<file path="src/hdl/tmcr_defs.svh">
// Register map, field positions, reset values and timing of the temperature monitor
`ifndef TMCR_DEFS_SVH
`define TMCR_DEFS_SVH

// Temperature data, high byte then low byte per channel
`define TMCR_ADDR_INT_HI     8'h00
`define TMCR_ADDR_INT_LO     8'h23
`define TMCR_ADDR_R1_HI      8'h01
`define TMCR_ADDR_R1_LO      8'h10
`define TMCR_ADDR_R2_HI      8'hf8
`define TMCR_ADDR_R2_LO      8'hf9
`define TMCR_ADDR_X1_HI      8'hfa
`define TMCR_ADDR_X1_LO      8'hfb
`define TMCR_ADDR_X2_HI      8'hfc
`define TMCR_ADDR_X2_LO      8'hfd

// Control and status
`define TMCR_ADDR_STATUS     8'h02
`define TMCR_ADDR_CFG_RD     8'h03
`define TMCR_ADDR_CFG_WR     8'h09
`define TMCR_ADDR_XCFG       8'h04
`define TMCR_ADDR_ONESHOT    8'h0f

`define TMCR_STATUS_RESET    8'h00
`define TMCR_CFG_RESET       8'h45
`define TMCR_XCFG_RESET      8'h09
`define TMCR_ONESHOT_READ    8'h00
`define TMCR_UNDEF_READ      8'h00

// Field positions
`define TMCR_ST_BUSY         7
`define TMCR_ST_WARMER       4
`define TMCR_ST_R2_FAULT     1
`define TMCR_ST_R1_FAULT     0
`define TMCR_CFG_STANDBY     6
`define TMCR_XCFG_DEPTH      3
`define TMCR_XCFG_DA_DIS     2
`define TMCR_XCFG_WARMER     1
`define TMCR_XCFG_REC        0

// Conversion rate codes
`define TMCR_CR_2HZ          3'h4
`define TMCR_CR_4HZ          3'h5
`define TMCR_CR_8HZ          3'h6
`define TMCR_CR_16HZ         3'h7

// Extended format offset: 64 degrees in eighths
`define TMCR_EXT_OFFSET      12'h200

// Timing
`define TMCR_CLK_PERIOD_NS        100
`define TMCR_CONV_PERIOD_1HZ_NS   1000000000

// Two-wire slave address, arbitrary value
`define TMCR_DEV_ADDR        7'h2a

`endif

</file>
<file path="src/hdl/tmcr_pkg.sv">
// Types shared by the temperature monitor modules
package tmcr_pkg;

  typedef enum logic [3:0] {
    TMCR_TW_IDLE, TMCR_TW_ADDR, TMCR_TW_ADDR_ACK, TMCR_TW_PTR, TMCR_TW_PTR_ACK,
    TMCR_TW_WDATA, TMCR_TW_WDATA_ACK, TMCR_TW_RDATA, TMCR_TW_RDATA_ACK
  } tmcr_tw_state_t;

  typedef enum logic {TMCR_SEQ_IDLE, TMCR_SEQ_WAIT} tmcr_seq_state_t;

  typedef enum logic [1:0] {TMCR_CH_INT, TMCR_CH_R1, TMCR_CH_R2} tmcr_chan_t;

  typedef enum logic [1:0] {TMCR_AVG_1X, TMCR_AVG_2X, TMCR_AVG_4X} tmcr_avg_t;

  typedef struct packed {
    logic           scl_s1;
    logic           scl_s2;
    logic           scl_s3;
    logic           sda_s1;
    logic           sda_s2;
    logic           sda_s3;
    tmcr_tw_state_t state;
    logic [3:0]     bitcnt;
    logic [7:0]     shreg;
    logic           rw;
    logic           more;
    logic           drive;
    logic [7:0]     pointer;
    logic           wr_pulse;
    logic [7:0]     wr_data;
  } tmcr_tw_regs_t;

  typedef struct packed {
    logic             standby;
    logic [2:0]       cr;
    logic [3:0]       xcfg;
    logic [2:0][10:0] leg;
    logic [1:0][10:0] ext;
    logic [4:0][2:0]  shadow;
    logic [10:0]      r1_last;
    logic             r1_fault;
    logic             r2_fault;
    logic             warmer;
    logic             busy;
    tmcr_seq_state_t  seq;
    tmcr_chan_t       chan;
    logic [31:0]      timer;
    logic             meas_req;
    tmcr_chan_t       meas_channel;
    tmcr_avg_t        meas_avg;
    logic             meas_rec_en;
  } tmcr_main_regs_t;

endpackage

</file>
<file path="src/hdl/tmcr_twowire_slave.sv">
// Two-wire management bus slave: byte pointer, repeated writes and repeated reads, all at that one pointer
`timescale 1ns/1ns
module tmcr_twowire_slave import tmcr_pkg::*; #(
  parameter logic [6:0] DEV_ADDR = 7'h2a
) (
  input  wire logic       clk,       // System clock
  input  wire logic       reset_n,   // Asynchronous reset, active low
  input  wire logic       ce,        // Clock enable, freezes state when low
  input  wire logic       scl_in,    // Bus clock pin
  input  wire logic       sda_in,    // Bus data pin level
  output logic            sda_oe_n,  // Data pin pulled low while this is low
  output logic            rd_req,    // Read byte being loaded this cycle
  output logic [7:0]      rd_addr,   // Register pointer for reads
  input  wire logic [7:0] rd_data,   // Register contents at rd_addr
  output logic            wr_pulse,  // One-cycle register write
  output logic [7:0]      wr_addr,   // Register pointer for writes
  output logic [7:0]      wr_data    // Written byte
);

  tmcr_tw_regs_t r;
  tmcr_tw_regs_t nx;
  logic          scl_rise;
  logic          scl_fall;
  logic          bus_start;
  logic          bus_stop;

  always_comb begin
    nx          = r;
    rd_req      = 1'b0;
    nx.wr_pulse = 1'b0;
    nx.scl_s1   = scl_in;
    nx.scl_s2   = r.scl_s1;
    nx.scl_s3   = r.scl_s2;
    nx.sda_s1   = sda_in;
    nx.sda_s2   = r.sda_s1;
    nx.sda_s3   = r.sda_s2;
    scl_rise    = r.scl_s2 & ~r.scl_s3;
    scl_fall    = ~r.scl_s2 & r.scl_s3;
    bus_start   = r.scl_s2 & r.scl_s3 & r.sda_s3 & ~r.sda_s2;
    bus_stop    = r.scl_s2 & r.scl_s3 & ~r.sda_s3 & r.sda_s2;
    if (bus_start) begin
      nx.state  = TMCR_TW_ADDR;
      nx.bitcnt = 4'h0;
      nx.drive  = 1'b0;
    end else if (bus_stop) begin
      nx.state = TMCR_TW_IDLE;
      nx.drive = 1'b0;
    end else begin
      case (r.state)
        TMCR_TW_ADDR, TMCR_TW_PTR, TMCR_TW_WDATA: begin
          if (scl_rise) begin
            nx.shreg  = {r.shreg[6:0], r.sda_s2};
            nx.bitcnt = r.bitcnt + 4'h1;
          end else if (scl_fall && r.bitcnt == 4'h8) begin
            nx.bitcnt = 4'h0;
            nx.drive  = 1'b1;
            case (r.state)
              TMCR_TW_ADDR: begin
                if (r.shreg[7:1] == DEV_ADDR) begin
                  nx.rw    = r.shreg[0];
                  nx.state = TMCR_TW_ADDR_ACK;
                end else begin
                  nx.drive = 1'b0;
                  nx.state = TMCR_TW_IDLE;
                end
              end
              TMCR_TW_PTR: begin
                nx.pointer = r.shreg;
                nx.state   = TMCR_TW_PTR_ACK;
              end
              default: begin
                nx.wr_pulse = 1'b1;
                nx.wr_data  = r.shreg;
                nx.state    = TMCR_TW_WDATA_ACK;
              end
            endcase
          end
        end
        TMCR_TW_ADDR_ACK, TMCR_TW_PTR_ACK, TMCR_TW_WDATA_ACK: begin
          if (scl_fall) begin
            nx.drive  = 1'b0;
            nx.bitcnt = 4'h0;
            if (r.state == TMCR_TW_ADDR_ACK && r.rw) begin
              rd_req   = 1'b1;
              nx.shreg = rd_data;
              nx.drive = ~rd_data[7];
              nx.state = TMCR_TW_RDATA;
            end else if (r.state == TMCR_TW_ADDR_ACK) begin
              nx.state = TMCR_TW_PTR;
            end else begin
              nx.state = TMCR_TW_WDATA;
            end
          end
        end
        TMCR_TW_RDATA: begin
          if (scl_rise) begin
            nx.bitcnt = r.bitcnt + 4'h1;
          end else if (scl_fall) begin
            if (r.bitcnt == 4'h8) begin
              nx.drive  = 1'b0;
              nx.bitcnt = 4'h0;
              nx.state  = TMCR_TW_RDATA_ACK;
            end else begin
              nx.shreg = {r.shreg[6:0], 1'b0};
              nx.drive = ~r.shreg[6];
            end
          end
        end
        TMCR_TW_RDATA_ACK: begin
          if (scl_rise) begin
            nx.more = ~r.sda_s2;
          end else if (scl_fall) begin
            if (r.more) begin
              rd_req   = 1'b1;
              nx.shreg = rd_data;
              nx.drive = ~rd_data[7];
              nx.state = TMCR_TW_RDATA;
            end else begin
              nx.state = TMCR_TW_IDLE;
            end
          end
        end
        TMCR_TW_IDLE: begin
          nx.drive = 1'b0;
        end
        default: begin
          nx.state = TMCR_TW_IDLE;
          nx.drive = 1'b0;
        end
      endcase
    end
    rd_req = rd_req & ce;
  end

  always_ff @(posedge clk or negedge reset_n) begin
    if (!reset_n) begin
      r        <= '0;
      r.scl_s1 <= 1'b1;
      r.scl_s2 <= 1'b1;
      r.scl_s3 <= 1'b1;
      r.sda_s1 <= 1'b1;
      r.sda_s2 <= 1'b1;
      r.sda_s3 <= 1'b1;
    end else if (ce) begin
      r <= nx;
    end
  end

  assign sda_oe_n = ~r.drive;
  assign rd_addr  = r.pointer;
  assign wr_pulse = r.wr_pulse & ce;
  assign wr_addr  = r.pointer;
  assign wr_data  = r.wr_data;

endmodule // tmcr_twowire_slave

</file>
<file path="src/hdl/tmcr_temp_monitor.sv">
// Control/status registers and conversion sequencer of the temperature monitor
`timescale 1ns/1ns
`include "tmcr_defs.svh"
module tmcr_temp_monitor import tmcr_pkg::*; #(
  parameter int unsigned PERIOD_1HZ_CYCLES = `TMCR_CONV_PERIOD_1HZ_NS / `TMCR_CLK_PERIOD_NS,
  parameter logic [6:0]  DEV_ADDR          = `TMCR_DEV_ADDR
) (
  input  wire logic        clk,           // System clock, 10 MHz
  input  wire logic        reset_n,       // Asynchronous reset, active low
  input  wire logic        ce,            // Clock enable, freezes state when low
  input  wire logic        scl_in,        // Management bus clock pin
  input  wire logic        sda_in,        // Management bus data pin level
  output logic             sda_out,       // Data pin drive level, always low
  output logic             sda_oe_n,      // Data pin driven while low
  output logic             meas_req,      // One-cycle measurement request
  output logic [1:0]       meas_channel,  // Channel to measure
  output logic [1:0]       meas_avg,      // Averaging factor code
  output logic             meas_rec_en,   // Series-resistance correction on
  input  wire logic        meas_done,     // One-cycle measurement done
  input  wire logic [10:0] meas_result,   // Reading, two's complement eighths
  input  wire logic        meas_fault     // Diode fault seen in this measurement
);

  localparam logic [7:0] CFG_RST  = `TMCR_CFG_RESET;
  localparam logic [7:0] XCFG_RST = `TMCR_XCFG_RESET;

  if (PERIOD_1HZ_CYCLES < 32) begin : g_period_check
    $error("PERIOD_1HZ_CYCLES too small for the fastest rate");
  end
  if (PERIOD_1HZ_CYCLES % 16 != 0) begin : g_period_div
    $error("PERIOD_1HZ_CYCLES must divide by 16 for every rate");
  end
  if (DEV_ADDR == 7'h00) begin : g_addr_check
    $error("DEV_ADDR 0 is the general call address");
  end

  tmcr_main_regs_t r;
  tmcr_main_regs_t nx;
  logic            rd_req;
  logic [7:0]      rd_addr;
  logic [7:0]      rd_data;
  logic            wr_pulse;
  logic [7:0]      wr_addr;
  logic [7:0]      wr_data;
  logic            tick;
  logic            oneshot;
  logic            start;
  logic [10:0]     r2_value;
  logic            r2_hotter;

  tmcr_twowire_slave #(
    .DEV_ADDR (DEV_ADDR)
  ) u_slave (
    .clk      (clk),
    .reset_n  (reset_n),
    .ce       (ce),
    .scl_in   (scl_in),
    .sda_in   (sda_in),
    .sda_oe_n (sda_oe_n),
    .rd_req   (rd_req),
    .rd_addr  (rd_addr),
    .rd_data  (rd_data),
    .wr_pulse (wr_pulse),
    .wr_addr  (wr_addr),
    .wr_data  (wr_data)
  );

  // Cycles between conversion cycle starts for a rate code
  function automatic logic [31:0] period_for(input logic [2:0] cr);
    logic [31:0] p;
    p = 32'(PERIOD_1HZ_CYCLES);
    case (cr)
      `TMCR_CR_16HZ: period_for = p >> 4;
      `TMCR_CR_8HZ:  period_for = p >> 3;
      `TMCR_CR_4HZ:  period_for = p >> 2;
      `TMCR_CR_2HZ:  period_for = p >> 1;
      default:       period_for = p;
    endcase
  endfunction

  // Remote-channel averaging factor
  function automatic tmcr_avg_t avg_for(input logic [2:0] cr, input logic [3:0] xcfg);
    if (xcfg[`TMCR_XCFG_DA_DIS]) begin
      avg_for = TMCR_AVG_1X;
    end else if (cr == `TMCR_CR_16HZ) begin
      avg_for = TMCR_AVG_1X;
    end else if (!xcfg[`TMCR_XCFG_DEPTH] || cr == `TMCR_CR_8HZ) begin
      avg_for = TMCR_AVG_2X;
    end else begin
      avg_for = TMCR_AVG_4X;
    end
  endfunction

  // Extended format: offset by 64 degrees, negatives clamp to zero
  function automatic logic [10:0] ext_of(input logic [10:0] leg);
    logic [11:0] s;
    s = {leg[10], leg} + `TMCR_EXT_OFFSET;
    ext_of = s[11] ? 11'h000 : s[10:0];
  endfunction

  // Whole-degree byte of a reading
  function automatic logic [7:0] hi_byte(input logic [10:0] v);
    hi_byte = v[10:3];
  endfunction

  // Fraction byte, left-aligned
  function automatic logic [7:0] lo_byte(input logic [2:0] f);
    lo_byte = {f, 5'h00};
  endfunction

  // Register read mux
  always_comb begin
    rd_data = `TMCR_UNDEF_READ;
    case (rd_addr)
      `TMCR_ADDR_INT_HI:  rd_data = hi_byte(r.leg[0]);
      `TMCR_ADDR_INT_LO:  rd_data = lo_byte(r.shadow[0]);
      `TMCR_ADDR_R1_HI:   rd_data = hi_byte(r.leg[1]);
      `TMCR_ADDR_R1_LO:   rd_data = lo_byte(r.shadow[1]);
      `TMCR_ADDR_R2_HI:   rd_data = hi_byte(r.leg[2]);
      `TMCR_ADDR_R2_LO:   rd_data = lo_byte(r.shadow[2]);
      `TMCR_ADDR_X1_HI:   rd_data = hi_byte(r.ext[0]);
      `TMCR_ADDR_X1_LO:   rd_data = lo_byte(r.shadow[3]);
      `TMCR_ADDR_X2_HI:   rd_data = hi_byte(r.ext[1]);
      `TMCR_ADDR_X2_LO:   rd_data = lo_byte(r.shadow[4]);
      `TMCR_ADDR_STATUS: begin
        rd_data                    = `TMCR_STATUS_RESET;
        rd_data[`TMCR_ST_BUSY]     = r.busy;
        rd_data[`TMCR_ST_WARMER]   = r.warmer & r.xcfg[`TMCR_XCFG_WARMER];
        rd_data[`TMCR_ST_R2_FAULT] = r.r2_fault;
        rd_data[`TMCR_ST_R1_FAULT] = r.r1_fault;
      end
      `TMCR_ADDR_CFG_RD:  rd_data = {1'b0, r.standby, 3'h0, r.cr};
      `TMCR_ADDR_XCFG:    rd_data = {4'h0, r.xcfg};
      `TMCR_ADDR_ONESHOT: rd_data = `TMCR_ONESHOT_READ;
      default:            rd_data = `TMCR_UNDEF_READ;
    endcase
  end

  // Warmer-of-two selection for the remote 2 result
  always_comb begin
    r2_hotter = $signed(meas_result) > $signed(r.r1_last);
    r2_value  = meas_result;
    if (r.xcfg[`TMCR_XCFG_WARMER] && !r.r1_fault && !r2_hotter) begin
      r2_value = r.r1_last;
    end
  end

  always_comb begin
    nx          = r;
    nx.meas_req = 1'b0;
    tick        = 1'b0;
    oneshot     = 1'b0;

    // Interlock: low byte snapshot taken on high-byte read
    if (rd_req) begin
      case (rd_addr)
        `TMCR_ADDR_INT_HI: nx.shadow[0] = r.leg[0][2:0];
        `TMCR_ADDR_R1_HI:  nx.shadow[1] = r.leg[1][2:0];
        `TMCR_ADDR_R2_HI:  nx.shadow[2] = r.leg[2][2:0];
        `TMCR_ADDR_X1_HI:  nx.shadow[3] = r.ext[0][2:0];
        `TMCR_ADDR_X2_HI:  nx.shadow[4] = r.ext[1][2:0];
        default: ;
      endcase
    end

    // Host writes; status and read-only addresses fall to default
    if (wr_pulse) begin
      case (wr_addr)
        `TMCR_ADDR_CFG_WR: begin
          nx.standby = wr_data[`TMCR_CFG_STANDBY];
          nx.cr      = wr_data[2:0];
        end
        `TMCR_ADDR_XCFG:    nx.xcfg = wr_data[3:0];
        `TMCR_ADDR_ONESHOT: oneshot = 1'b1;
        default: ;
      endcase
    end

    // Rate timer, held cleared in standby
    if (r.standby) begin
      nx.timer = '0;
    end else if (r.timer == 32'h0) begin
      tick     = 1'b1;
      nx.timer = period_for(r.cr) - 32'h1;
    end else begin
      nx.timer = r.timer - 32'h1;
    end

    start = (tick | oneshot) & (r.seq == TMCR_SEQ_IDLE);

    case (r.seq)
      TMCR_SEQ_IDLE: begin
        if (start) begin
          nx.busy         = 1'b1;
          nx.chan         = TMCR_CH_INT;
          nx.meas_req     = 1'b1;
          nx.meas_channel = TMCR_CH_INT;
          nx.meas_avg     = TMCR_AVG_1X;
          nx.meas_rec_en  = 1'b0;
          nx.seq          = TMCR_SEQ_WAIT;
        end
      end
      TMCR_SEQ_WAIT: begin
        if (meas_done) begin
          case (r.chan)
            TMCR_CH_INT: begin
              nx.leg[0] = meas_result;
            end
            TMCR_CH_R1: begin
              nx.r1_fault = meas_fault;
              if (!meas_fault) begin
                nx.leg[1]  = meas_result;
                nx.ext[0]  = ext_of(meas_result);
                nx.r1_last = meas_result;
              end
            end
            default: begin
              nx.r2_fault = meas_fault;
              if (!meas_fault) begin
                nx.leg[2] = r2_value;
                nx.ext[1] = ext_of(r2_value);
                nx.warmer = r.xcfg[`TMCR_XCFG_WARMER] & !r.r1_fault & r2_hotter;
              end
            end
          endcase
          if (r.chan == TMCR_CH_R2) begin
            nx.busy = 1'b0;
            nx.seq  = TMCR_SEQ_IDLE;
          end else begin
            nx.chan         = (r.chan == TMCR_CH_INT) ? TMCR_CH_R1 : TMCR_CH_R2;
            nx.meas_req     = 1'b1;
            nx.meas_channel = nx.chan;
            nx.meas_avg     = avg_for(r.cr, r.xcfg);
            nx.meas_rec_en  = r.xcfg[`TMCR_XCFG_REC];
          end
        end
      end
      default: begin
        nx.seq  = TMCR_SEQ_IDLE;
        nx.busy = 1'b0;
      end
    endcase
  end

  always_ff @(posedge clk or negedge reset_n) begin
    if (!reset_n) begin
      r         <= '0;
      r.standby <= CFG_RST[`TMCR_CFG_STANDBY];
      r.cr      <= CFG_RST[2:0];
      r.xcfg    <= XCFG_RST[3:0];
    end else if (ce) begin
      r <= nx;
    end
  end

  assign sda_out      = 1'b0;
  assign meas_req     = r.meas_req & ce;
  assign meas_channel = r.meas_channel;
  assign meas_avg     = r.meas_avg;
  assign meas_rec_en  = r.meas_rec_en;

endmodule // tmcr_temp_monitor

</file>
<file path="config.mk">
export PLATFORM = sky130hd
export DESIGN_NAME = tmcr_temp_monitor
export DESIGN_NICKNAME = d
export VERILOG_FILES = /design/src/hdl/tmcr_pkg.sv /design/src/hdl/tmcr_twowire_slave.sv /design/src/hdl/tmcr_temp_monitor.sv
export VERILOG_INCLUDE_DIRS = /design/src /design/src/hdl
export SDC_FILE = /design/constraint.sdc
export NUM_CORES = 1
export LEC_CHECK = 0
export ABC_CLOCK_PERIOD_IN_PS = 5900
export BUFFER_PORTS_ARGS = -buffer_cell sky130_fd_sc_hd__buf_2
export CAP_MARGIN = 20
export CORE_MARGIN = 1
export CORE_UTILIZATION = 60
export CTS_CLUSTER_SIZE = 12
export DETAILED_ROUTE_END_ITERATION = 16
export HOLD_SLACK_MARGIN = 0.15
export PLACE_DENSITY_LB_ADDON = 0.1
export SYNTH_ARGS = -nofsm -noshare
export SYNTH_HDL_FRONTEND = slang
export SYNTH_SLANG_ARGS = --single-unit
</file>
<file path="constraint.sdc">
create_clock -name clk -period 5.9 [get_ports clk]
set_input_delay 0.59 -clock clk [delete_from_list [all_inputs] [get_ports clk]]
set_output_delay 0.59 -clock clk [all_outputs]
set_load 0.02 [all_outputs]
</file>
==> key figures <==
Clock network
  – H-tree Lvls: 4
  – Postcts setup bufs: 0
  – Clock buffer depth: 2
  – CTS tree: yes
  – CTS buffer count: 17
  – Post-CTS sizing: 0
  – Hold buffer count at CTS: 0
  – Worst-Skew Late Latency: 430 ps
  – CTS clock-pin slew for the worst setup and hold paths: 60 ps
  – Root buffer cell: clkbuf_16
  – TritonCTS Sinks: 162

Routing
  – Routed Antenna Nets: 0
  – Vias/cell: 6.709
  – Post-DR wirelength/cell: 20.31 um
  – Iter 0 DRT Violations: 748
  – WL final: 22,760 um
  – DR vias: 7,521
  – DRC violations left: 1
  – 1st-pass router iterations: 12

Yosys
  – Largest cells by area after synthesis: dfrtp_1 41%, mux2_2 8.8%, nand2_1 3.5%, dfstp_2 3.2%, mux2i_1 3.1%
  – Synth warn: 0
  – EDFF count, synth: 0
  – Synth Cell Area: 0.009135 sq mm
  – Most used DFF post-synth: dfrtp_1
  – Cell count after synthesis: 930
  – Sequential-to-total area share from yosys stat: 44.53%
  – Yosys reg bits: 162
  – Syn avg cell area: 9.823 sq um
  – Async set or reset register ratio after synthesis: 100.0%
  – Count of different cell masters after synthesis: 84
  – Mapped Nets: 965
  – Post-synth top area share: 41.36%
  – Largest area contributor in the netlist: dfrtp_1

Worst setup path
  – Critical path fanouts, max: 18
  – Setup crit end kind: flop
  – Data required, critical path: 6240 ps
  – CP startpoint: r[17]$_DFFE_PN0P_
  – Arr. time, crit path: 3640 ps
  – Worst Setup Start Kind: flop
  – Critical path class: reg -> reg
  – Worst reg2reg startpoint: r[17]$_DFFE_PN0P_
  – R2R setup slack: 2590 ps

Timing
  – Final Hold Vio Count: 0
  – Skew final: 11.91 ps
  – Min Tclk post-route: 3306 ps
  – Fmax: 0.3025 GHz
  – Slew Limit Headroom: 27.35%
  – Final Setup Violations: 0
  – TNS Setup: 0 ps
  – Tcrit/Tclk final: 56.03%
  – Final Max Slew Viols: 0
  – Worst slew pin tran: 1076 ps
  – Worst Hold Margin: 235.7 ps
  – RSZ-0062 raised after global routing: no

Finish
  – Layout Nets: 959
  – Layout cells sized above 1: 18.68%
  – N_diodes: 0
  – Layout area overhead: 9.478%

Placement
  – Final Wtd Congestion: 0.8679
  – DPL Wire Length: 15,530 um
  – I/O Buffers: 24

Floorplan
  – Die height: 125.4 um
  – Die width: 125.4 um
  – Initial Util: 62.15%
  – Core Rows: 44
  – I/O pin count: 26
  – DIE AREA: 0.01572 sq mm
  – Core Region: 0.01470 sq mm

Global route
  – Largest net degree at the start of global routing: 94
  – Vias in the first global route: 7,312
  – Tot GR Track Use: 29.98%
  – Initial antenna violation count: 0
  – First-pass GRT wire length: 37,400 um
  – Grt total ovfl: 0

Outcome
  – Failing checks: DRC
  – Status: complete, but fails checks

Job
  – Max cap viols: 0

Pwr
  – Power Total: 3.168 mW
  – Leak pwr: 4.483 nW
  – Max IR drop VDD: 0.0002149 V
  – Pwr dens: 316.8 mW/mm^2

Hold path
  – Worst Hold Class: in -> async
layer usage:
metal | up-vias | part of all wire, % | wire (um) | global-route usage [%]
li1 | 3435 | - | - | -
met2 | 290 | 50 | 11400 | 50.35
met5 | - | 0 | 0 | 0
met1 | 3738 | 42 | 9568 | 38.30
met4 | 0 | 2.8 | 648 | 12.84
met3 | 58 | 5.0 | 1148 | 5.349
final cells by class:
class	instances	area, sq um
clock inverters	12	240.2
repair buffers	33	193.9
well taps	184	230.2
fillers	1164	4698
flip-flops and latches	162	4068
multi-input cells	675	4691
clock buffers	20	446.7
inverters	35	131.4
state kept, by name, summed over array words and instances, names as in the netlist:
register,count
meas_rec_en,1
u_slave.nx,4
u_slave.r,22
meas_avg,2
r,118
meas_channel,2
u_slave.rd_addr,8
u_slave.wr_data,5
per-stage QoR:
| stage | utilization, % | instance area [sq um] | setup slack (ps) | cells |
|---|---|---|---|---|
| after floorplan | - | 9135 | 3046 | 930 |
| after global placement | 63.36 | 9314 | 2796 | 1089 |
| after detailed placement | 63.36 | 9314 | 2690 | 1089 |
| after CTS | 68.04 | 10000 | 2677 | 1121 |
| after global routing | 68.04 | 10000 | 2446 | 1121 |
| final | 68.04 | 10000 | 2594 | 1121 |
final timing paths:
kind | cells past startpoint | to
hold reg to reg | 2 | r[73]$_DFFE_PN0P_
min in group clk | 2 | u_slave.nx[37]$_DFFE_PN1P_
setup / recovery | 6 | r[24]$_DFFE_PN0P_
max in group asynchronous | 2 | r[16]$_DFFE_PN0P_
hold / removal | 1 | r[34]$_DFFE_PN0P_
setup reg to reg | 6 | r[24]$_DFFE_PN0P_
kinds of logic after synthesis:
| family | share of synthesized area [%] |
|---|---|
| buf+inv | 4.205 |
| mux | 12.97 |
| flops | 44.53 |
| other cells | 0.04105 |
| simple gates | 18.05 |
| compound gates | 17.68 |
| fa+ha+maj | 2.328 |
| xor+xnor | 0.1918 |
where the power goes:
part / switching, mW / internal (mW) / leakage [nW] / total (mW)
sequential: 0.131 / 1.27 / 2.05 / 1.40
combinational: 0.263 / 0.205 / 2.10 / 0.468
clock: 0.479 / 0.819 / 0.336 / 1.30
total: 0.873 / 2.29 / 4.48 / 3.17
layout by cell type (no fill, tap or decap), types with 6 or more instances in the layout:
| cell | n |
|---|---|
| mux2i_1 | 28 |
| a21oi_1 | 51 |
| o31ai_1 | 6 |
| a31oi_1 | 11 |
| a21o_1 | 12 |
| buf_2 | 23 |
| nand3_1 | 27 |
| nand4_1 | 6 |
| nand2_1 | 84 |
| nand2b_1 | 11 |
| a22oi_1 | 7 |
| mux2_2 | 71 |
| buf_4 | 9 |
| dfrtp_1 | 151 |
| nor3_1 | 25 |
| nor2b_1 | 8 |
| o21ai_0 | 54 |
| and3_1 | 8 |
| bufinv_16 | 6 |
| or4_1 | 8 |
| ha_1 | 17 |
| nand3b_1 | 14 |
| nor2_1 | 69 |
| dfstp_2 | 11 |
| nor4_1 | 11 |
| clkbuf_16 | 17 |
| a32oi_1 | 10 |
| or3_1 | 8 |
| inv_1 | 35 |
synthesized netlist by cell type (5+ instances only):
cell type	count
dfstp_2	11
clkbuf_1	44
a32oi_1	10
nand2_1	84
or3_1	8
ha_1	17
o31ai_1	6
mux2_2	71
and3_1	8
a211oi_1	5
buf_4	5
mux2i_1	28
or2_2	5
nand3b_1	14
or4_1	8
a21oi_1	51
o2bb2ai_1	5
dfrtp_1	151
a22oi_1	7
nor2b_1	8
o221ai_1	5
nor4_1	11
a31oi_1	11
buf_1	6
nand2b_1	11
nor3_1	26
inv_1	35
o21ai_0	54
nand4_1	6
nor2_1	70
nand3_1	27
o311ai_0	5
a21o_1	12
critical path, cell delays in order, from the launching register on:
cell and delay (ps):
dfrtp_1 450, nor4_1 610, nand3b_1 480, nor4_4 930, and3_1 430, nor3_2 90, a311oi_2 230
No activity file was read; power rests on OpenSTA's default activity.
